==> src/logic/svrw_regs.svh <==
// Timing constants and the behaviour summary of the supervisor and watchdog block
// How it works
// - Reset stays active while supply is low, then until the hold timer expires.
// - Hold period lies between 140 ms and 400 ms, nominally 200 ms.
// - Timeout output goes low when the strobe does not change within the period.
// - Watchdog period lies between 1.00 s and 2.25 s, nominally 1.6 s.
// - Driving the manual reset input low starts a reset.
// - Reset output goes active within 5 us of manual reset going low.
// - An unconnected strobe input is serviced internally, so no timeout occurs.
// - A build parameter picks active-low or active-high reset output.
// - Power-fail warning output follows the secondary threshold comparator.
// - Any strobe edge, rising or falling, before timeout restarts the period count.
// - Watchdog counting begins only once the hold period has expired and reset is released.
// - Manual reset hold period counts from release of the input, not assertion.
// - While supply is low, the timeout output is forced low.
`ifndef SVRW_REGS_SVH
`define SVRW_REGS_SVH

`define SVRW_CLK_HZ 64'd10000000
`define SVRW_HOLD_MIN_MS 64'd140
`define SVRW_HOLD_NOM_MS 64'd200
`define SVRW_HOLD_MAX_MS 64'd400
`define SVRW_WD_MIN_MS 64'd1000
`define SVRW_WD_NOM_MS 64'd1600
`define SVRW_WD_MAX_MS 64'd2250
`define SVRW_MANUAL_PULSE_MIN_NS 64'd1000
`define SVRW_MANUAL_TO_RESET_DELAY_NS 64'd5000

`define SVRW_HOLD_NOM_CYC ((`SVRW_HOLD_NOM_MS * `SVRW_CLK_HZ) / 64'd1000)
`define SVRW_WD_NOM_CYC ((`SVRW_WD_NOM_MS * `SVRW_CLK_HZ) / 64'd1000)
`define SVRW_MANUAL_PULSE_MIN_CYC ((`SVRW_MANUAL_PULSE_MIN_NS * `SVRW_CLK_HZ) / 64'd1000000000)
`define SVRW_SYNC_STAGES 64'd2
`define SVRW_MANUAL_FILT_CYC (`SVRW_MANUAL_PULSE_MIN_CYC - `SVRW_SYNC_STAGES)

`endif

==> src/logic/svrw_pkg.sv <==
// Types shared by the supervisor and watchdog block
package svrw_pkg;

  typedef enum logic [2:0] {
    SVRW_ST_RESET = 3'b001,
    SVRW_ST_HOLD = 3'b010,
    SVRW_ST_RUN = 3'b100
  } svrw_state_type;

endpackage

==> src/logic/svrw_sync.sv <==
// Two-flop synchroniser for asynchronous level inputs
`timescale 1ns/100ps
module svrw_sync #(
  parameter int WIDTH = 1,
  parameter logic [WIDTH-1:0] INIT = '0
) (
  input wire logic clk_sys,
  input wire logic rst_n,
  input wire logic [WIDTH-1:0] async_in,
  output logic [WIDTH-1:0] sync_out
);

  logic [WIDTH-1:0] meta_q;
  logic [WIDTH-1:0] meta_d;
  logic [WIDTH-1:0] sync_q;
  logic [WIDTH-1:0] sync_d;

  always_comb begin
    meta_d = async_in;
    sync_d = meta_q;
  end

  // First stage feeds only the second stage
  always_ff @(posedge clk_sys or negedge rst_n) begin
    if (!rst_n) begin
      meta_q <= INIT;
      sync_q <= INIT;
    end else begin
      meta_q <= meta_d;
      sync_q <= sync_d;
    end
  end

  assign sync_out = sync_q;

endmodule

==> src/logic/svrw_top.sv <==
// Supervisor: reset generator with hold timer, manual reset, watchdog and power-fail warning
`timescale 1ns/100ps
`include "svrw_regs.svh"
module svrw_top
  import svrw_pkg::*;
#(
  parameter int CNT_W = 25,
  parameter int HOLD_CYC = int'(`SVRW_HOLD_NOM_CYC),
  parameter int WD_CYC = int'(`SVRW_WD_NOM_CYC),
  parameter int MANUAL_FILT_CYC = int'(`SVRW_MANUAL_FILT_CYC),
  parameter bit RESET_ACTIVE_HIGH = 1'b0
) (
  input wire logic clk_sys,
  input wire logic rst_n,
  input wire logic supply_low_in,
  input wire logic manual_reset_n,
  input wire logic watchdog_strobe_in,
  output logic watchdog_strobe_out,
  output logic watchdog_strobe_oe,
  input wire logic powerfail_sense_in,
  output logic reset_out,
  output logic watchdog_timeout_out_n,
  output logic powerfail_warn_out
);

  // Elaboration checks: counters must hold the terminal values
  if (CNT_W < 4 || CNT_W > 30) begin : g_chk_w
    $error("svrw_top: CNT_W out of range");
  end
  if (HOLD_CYC < 2 || HOLD_CYC >= (1 << CNT_W)) begin : g_chk_hold
    $error("svrw_top: HOLD_CYC does not fit the counter");
  end
  // Below 32 the pulled pin cannot get through the synchroniser before expiry
  if (WD_CYC < 32 || WD_CYC >= (1 << CNT_W)) begin : g_chk_wd
    $error("svrw_top: WD_CYC does not fit the counter");
  end
  if (MANUAL_FILT_CYC < 1 || MANUAL_FILT_CYC > 255) begin : g_chk_filt
    $error("svrw_top: MANUAL_FILT_CYC out of range");
  end

  localparam logic [CNT_W-1:0] HOLD_LAST = CNT_W'(HOLD_CYC - 1);
  localparam logic [CNT_W-1:0] WD_LAST = CNT_W'(WD_CYC - 1);
  // Strobe pull goes high for the last eighth of the period
  localparam logic [CNT_W-1:0] PULL_HIGH_AT = CNT_W'(WD_CYC - (WD_CYC / 8));
  localparam logic [7:0] FILT_LAST = 8'(MANUAL_FILT_CYC - 1);

  function automatic logic [CNT_W-1:0] cnt_step(input logic [CNT_W-1:0] value,
                                                input logic [CNT_W-1:0] last);
    cnt_step = (value == last) ? value : value + CNT_W'(1);
  endfunction

  // Input synchronisation
  logic [3:0] raw_in;
  logic [3:0] sync_in;
  logic supply_low_s;
  logic manual_n_s;
  logic strobe_s;
  logic pf_below_s;

  assign raw_in = {supply_low_in, manual_reset_n, watchdog_strobe_in, powerfail_sense_in};

  // Supply-low and manual reset start asserted so reset holds through power-up
  svrw_sync #(
    .WIDTH(4),
    .INIT(4'b1000)
  ) u_sync (
    .clk_sys(clk_sys),
    .rst_n(rst_n),
    .async_in(raw_in),
    .sync_out(sync_in)
  );

  assign supply_low_s = sync_in[3];
  assign manual_n_s = sync_in[2];
  assign strobe_s = sync_in[1];
  assign pf_below_s = sync_in[0];

  // Manual reset glitch filter
  // A low shorter than the filter is ignored; the filter is shorter than the
  // guaranteed minimum pulse so every legal press is caught.
  logic [7:0] filt_cnt_q;
  logic [7:0] filt_cnt_d;
  logic manual_act_q;
  logic manual_act_d;

  always_comb begin
    filt_cnt_d = filt_cnt_q;
    manual_act_d = manual_act_q;
    if (manual_n_s) begin
      filt_cnt_d = 8'h00;
      manual_act_d = 1'b0;
    end else if (filt_cnt_q == FILT_LAST) begin
      manual_act_d = 1'b1;
    end else begin
      filt_cnt_d = filt_cnt_q + 8'h01;
    end
  end

  always_ff @(posedge clk_sys or negedge rst_n) begin
    if (!rst_n) begin
      filt_cnt_q <= 8'h00;
      manual_act_q <= 1'b0;
    end else begin
      filt_cnt_q <= filt_cnt_d;
      manual_act_q <= manual_act_d;
    end
  end

  // Reset sequencer
  svrw_state_type state_q;
  svrw_state_type state_d;
  logic [CNT_W-1:0] hold_cnt_q;
  logic [CNT_W-1:0] hold_cnt_d;
  logic rst_cond;
  logic reset_act_q;
  logic reset_act_d;

  // Immediate press recognition at the filter's last count keeps latency near 1 us
  assign rst_cond = supply_low_s | manual_act_d;

  always_comb begin
    state_d = state_q;
    hold_cnt_d = hold_cnt_q;
    unique case (state_q)
      SVRW_ST_RESET: begin
        hold_cnt_d = '0;
        if (!rst_cond) begin
          state_d = SVRW_ST_HOLD;
        end
      end
      SVRW_ST_HOLD: begin
        if (rst_cond) begin
          state_d = SVRW_ST_RESET;
          hold_cnt_d = '0;
        end else if (hold_cnt_q == HOLD_LAST) begin
          state_d = SVRW_ST_RUN;
        end else begin
          hold_cnt_d = cnt_step(hold_cnt_q, HOLD_LAST);
        end
      end
      SVRW_ST_RUN: begin
        if (rst_cond) begin
          state_d = SVRW_ST_RESET;
        end
      end
      default: begin
        state_d = SVRW_ST_RESET;
        hold_cnt_d = '0;
      end
    endcase
    reset_act_d = (state_d != SVRW_ST_RUN);
  end

  always_ff @(posedge clk_sys or negedge rst_n) begin
    if (!rst_n) begin
      state_q <= SVRW_ST_RESET;
      hold_cnt_q <= '0;
      reset_act_q <= 1'b1;
    end else begin
      state_q <= state_d;
      hold_cnt_q <= hold_cnt_d;
      reset_act_q <= reset_act_d;
    end
  end

  // Watchdog
  logic strobe_prev_q;
  logic strobe_prev_d;
  logic strobe_edge;
  logic [CNT_W-1:0] wd_cnt_q;
  logic [CNT_W-1:0] wd_cnt_d;
  logic wd_expired_q;
  logic wd_expired_d;
  logic pull_high_q;
  logic pull_high_d;
  logic wdo_n_q;
  logic wdo_n_d;

  assign strobe_edge = strobe_s ^ strobe_prev_q;

  always_comb begin
    strobe_prev_d = strobe_s;
    wd_cnt_d = wd_cnt_q;
    wd_expired_d = wd_expired_q;
    if (state_q != SVRW_ST_RUN) begin
      wd_cnt_d = '0;
      wd_expired_d = 1'b0;
    end else if (strobe_edge) begin
      wd_cnt_d = '0;
      wd_expired_d = 1'b0;
    end else if (wd_cnt_q == WD_LAST) begin
      wd_expired_d = 1'b1;
    end else begin
      wd_cnt_d = cnt_step(wd_cnt_q, WD_LAST);
    end
    // Weak pull pattern services a floating strobe pin before expiry
    pull_high_d = (wd_cnt_d >= PULL_HIGH_AT);
    wdo_n_d = !(supply_low_s || wd_expired_d);
  end

  always_ff @(posedge clk_sys or negedge rst_n) begin
    if (!rst_n) begin
      strobe_prev_q <= 1'b0;
      wd_cnt_q <= '0;
      wd_expired_q <= 1'b0;
      pull_high_q <= 1'b0;
      wdo_n_q <= 1'b0;
    end else begin
      strobe_prev_q <= strobe_prev_d;
      wd_cnt_q <= wd_cnt_d;
      wd_expired_q <= wd_expired_d;
      pull_high_q <= pull_high_d;
      wdo_n_q <= wdo_n_d;
    end
  end

  // Power-fail warning
  logic pf_warn_q;
  logic pf_warn_d;

  always_comb begin
    pf_warn_d = pf_below_s;
  end

  always_ff @(posedge clk_sys or negedge rst_n) begin
    if (!rst_n) begin
      pf_warn_q <= 1'b0;
    end else begin
      pf_warn_q <= pf_warn_d;
    end
  end

  // Outputs
  // The strobe pull is weak: any outside driver overrides it
  assign watchdog_strobe_out = pull_high_q;
  assign watchdog_strobe_oe = 1'b1;
  assign reset_out = RESET_ACTIVE_HIGH ? reset_act_q : !reset_act_q;
  assign watchdog_timeout_out_n = wdo_n_q;
  assign powerfail_warn_out = pf_warn_q;

endmodule

==> config.mk <==
export PLATFORM = sky130hd
export DESIGN_NAME = svrw_top
export DESIGN_NICKNAME = d
export VERILOG_FILES = /design/src/logic/svrw_pkg.sv /design/src/logic/svrw_sync.sv /design/src/logic/svrw_top.sv
export VERILOG_INCLUDE_DIRS = /design/src /design/src/logic
export SDC_FILE = /design/constraint.sdc
export NUM_CORES = 1
export LEC_CHECK = 0
export BUFFER_PORTS_ARGS = -buffer_cell sky130_fd_sc_hd__buf_2
export CORE_MARGIN = 3
export CORE_UTILIZATION = 45
export CTS_BUF_LIST = sky130_fd_sc_hd__clkbuf_16
export CTS_CLUSTER_DIAMETER = 40
export CTS_CLUSTER_SIZE = 40
export DETAILED_ROUTE_END_ITERATION = 7
export GPL_ROUTABILITY_DRIVEN = 0
export PLACE_DENSITY = 0.61
export SLEW_MARGIN = 25
export SYNTH_ARGS = -nofsm -noshare
export SYNTH_HDL_FRONTEND = slang
export SYNTH_HIERARCHICAL = 1
export SYNTH_SLANG_ARGS = --single-unit
export TNS_END_PERCENT = 30
==> constraint.sdc <==
create_clock -name clk_sys -period 2.57 [get_ports clk_sys]
set_input_delay 0.771 -clock clk_sys [delete_from_list [all_inputs] [get_ports clk_sys]]
set_output_delay 0.771 -clock clk_sys [all_outputs]
set_load 0.005 [all_outputs]
==> summary.md <==
| Metric | Value |
|---|---|
| Final worst slack | about 0.10 ns |
| Die W | a little under 100 um |
| Synth unique cells | 47 |
| Crit Path Max Fanout | 14 |
| CTS resizes | 0 |
| H-tree Lvls | 3 |
| Antenna fix cells | 0 |
| Row cnt | 32 |
| DR vias/cell | about 5.4 |
| Root Buffer | clkbuf_16 |
| Commonest non-fill, non-tap cells in the layout | dfrtp_1 (72), nor2_1 (62), xnor2_1 (26) |
| Detailed Place HPWL | 4930 um |
| Slowest CP cell | or4_1 |
| GRT Total Usage | 16.2% |
| CTS Hold Buffers Added | 0 |
| CTS clk-pin slew, worst paths | approximately 0.060 ns |
| Worst Hold Class | reg2reg |
| Fin. Hold Viols | 0 |
| Initial core utilization | between 40 and 50% |
| Vias in the first global route | about 2800 |
| Area growth syn-to-layout | 12.9% |
| Syn. warnings | 6 |
| Drt wl/cell | about 14 um |
| Dominant synthesized flop cell | dfrtp_1 |
| Fillers | ~670 |
| Setup WS pre-CTS | roughly 0.12 ns |
| CP cell instances | or4_1, o31a_1, o211ai_4, o211ai_2, or3_1, a21oi_1 |
| Crit path largest cell delay | 0.56 ns |
| Worst Path Required | 2.82 ns |
| Max Fclk | around 400 MHz |
| IO Count | 11 |
| Num CTS Buffers | 9 |
| Die height | slightly below 100 um |
| Worst EP arrival | about 2.7 ns |
| RSZ-0062 raised after global routing | true |
| Pre-antenna DRT Iters | 4 |
| IR drop worst, VDD | between 0.3 and 0.4 mV |
| Seq/Total Area, Yosys | 51.0% |
| Slew Limit Fails | 0 |
| Post-layout instance area | between 0.004 and 0.005 mm2 |
| Syn_nets | slightly below 400 |
| Final ANT Viol Nets | 0 |
| Worst Setup Start Kind | flip-flop |
| Synthesized area per cell | a little under 10 um2 |
| Static Leakage | roughly 1.7 nW |
| PwrDens | slightly below 600 mW/mm2 |
| Initial antenna violation count | 0 |
| Post-CTS setup buffers | 0 |
| Crit Path Category | reg2reg |
| EDFF count, synth | 0 |
| Mapped Area | between 0.003 and 0.004 mm2 |
| Share of layout cells above drive strength 1 | around 14% |
| Via Count | 2753 |
| Commonest non-fill, non-tap cell in the layout | dfrtp_1 |
| Clk sinks | 76 |
| First-pass GRT wire length | ~13000 um |
| PnR Total Power | ~0.0025 W |
| GRT overflow | 0 |
| Synth Instances | approximately 380 |
| Die area | 0.00944 mm2 |
| Clock Skew | 0.00969 ns |
| Worst slew margin | approximately three fifths |
| Largest net degree at the start of global routing | 44 |
| Worst-skew pair later-pin latency | roughly 0.33 ns |
| Setup TNS | 0 ns |
| Synth Register Bits | 76 |
| Post-route DRC violation count | 0 |
| Period minus WS final | roughly 2.5 ns |
| Post-synth ARST share | 100% |
| Max Root-Sink Buffers | 2 |
| Outcome | finished clean |
| Placement Cell Area | about 0.0039 mm2 |
| Fin crit share | 96.1% |
| Element type at the critical path end | flip-flop |
| Port Buffers | 9 |
| CTS tree | yes |
| Worst-Margin Slew | about 0.57 ns |
| Final WL | roughly 7100 um |
| Core footprint | a little under 0.008 mm2 |
| Max-Cap Viols | 0 |
| Nets@finish | 409 |
| Final setup fails | 0 |
| DR iter-0 viols | about 190 |
## per-stage QoR
| step | hold slack [ns] | cells | util [%] |
|---|---|---|---|
| floorplan | 0.331 | 382 | - |
| global placement | 0.333 | 491 | 49.9 |
| detailed placement | 0.337 | 491 | 49.9 |
| CTS | 0.352 | 507 | 53.4 |
| global route | 0.363 | 507 | 53.6 |
| finish | 0.349 | 507 | 53.6 |
## power by group
group	total (W)	internal (W)	switching [W]
combinational	0.0000746	0.0000273	0.0000473
sequential	0.00124	0.00122	0.0000183
clock	0.00115	0.000656	0.000497
total	0.00246	0.00190	0.000562
## cells in the mapped netlist (2+ instances only)
master / count / share of area [%]
nand3_1: 16 / 2.1
and4_1: 8 / 1.9
or3b_2: 2 / 0.47
o21ai_0: 19 / 2.5
nor3_2: 3 / 0.80
dfrtp_1: 72 / 48
buf_6: 2 / 0.60
nor2b_1: 3 / 0.50
xnor2_1: 26 / 6.1
nor2_1: 62 / 6.2
inv_1: 10 / 1.0
nand2b_1: 4 / 0.67
or3_1: 11 / 1.8
ha_1: 3 / 1.0
nor4_1: 2 / 0.33
a21oi_1: 20 / 2.7
o31ai_1: 3 / 0.60
dfstp_2: 4 / 2.8
xor2_1: 13 / 3.0
mux2i_1: 2 / 0.54
or2_2: 3 / 0.50
nand3b_1: 2 / 0.40
clkbuf_1: 6 / 0.60
nor3_1: 15 / 2.0
and3_1: 8 / 1.3
and2_1: 4 / 0.67
buf_2: 4 / 0.54
o41ai_1: 3 / 0.70
o211ai_2: 2 / 0.67
nand2_1: 20 / 2.0
o21ai_1: 2 / 0.27
nand4_1: 13 / 2.2
## final cells by class
class	count	area, um2	share of cell area [%]
repair buffers	20	143	3.38
well taps	102	128	3.02
flip-flops and latches	76	1910	45.1
multi-input cells	283	1730	41.0
clock buffers	9	225	5.33
clock inverters	7	51.3	1.21
inverters	10	37.5	0.889
## per-layer routing
| metal | GRT usage (%) | vias up | wire [um] |
|---|---|---|---|
| met2 | 26.2 | 22 | 3410 |
| met5 | 0 | - | 0 |
| li1 | - | 1387 | - |
| met3 | 3.30 | 6 | 140 |
| met4 | 6.91 | 0 | 85 |
| met1 | 21.0 | 1338 | 3470 |
## path summary, 6_finish.rpt
path / startpoint / endpoint / slack (ns) / cells past startpoint
worst max-delay path: filt_cnt_q[3]$_DFFE_PN0P_ / hold_cnt_q[20]$_DFFE_PN0P_ / 0.1 / 6
worst min register to register: u_sync/meta_q[0]$_DFF_PN0_ / u_sync/sync_out[0]$_DFF_PN0_ / 0.35 / 0
max in group asynchronous: rst_n / hold_cnt_q[12]$_DFFE_PN0P_ / 1.55 / 2
worst max register to register: filt_cnt_q[3]$_DFFE_PN0P_ / hold_cnt_q[20]$_DFFE_PN0P_ / 0.1 / 6
worst min-delay path: u_sync/meta_q[0]$_DFF_PN0_ / u_sync/sync_out[0]$_DFF_PN0_ / 0.35 / 0
min in group asynchronous: rst_n / u_sync/sync_out[0]$_DFF_PN0_ / 0.43 / 1
## logic make-up after synthesis
kind of cell             Yosys count  share of synthesized area, %
AO/OA/AOI/OAI                     56                          9.50
XOR/XNOR                          39                          9.13
adder cells (fa/ha/maj)            3                          1.00
buffers and inverters             23                          2.94
flip-flops                        76                          51.0
multiplexers                       2                         0.535
other                              1                         0.100
AND/OR/NAND/NOR                  182                          25.8
## sequential cells by signal, indices dropped and copies added, names as in the netlist, 3 cells and up
register         count
wd_cnt_q            25
hold_cnt_q          25
u_sync/meta_q        4
filt_cnt_q           8
u_sync/sync_out      4
state_q              3
## critical path, delay by kind of cell, from the launching register on
kind / cells / cell delay (ns)
compound gates: 4 / 1.00
simple gates: 2 / 0.98
flops: 1 / 0.41
No activity file was read; power rests on OpenSTA's default activity.
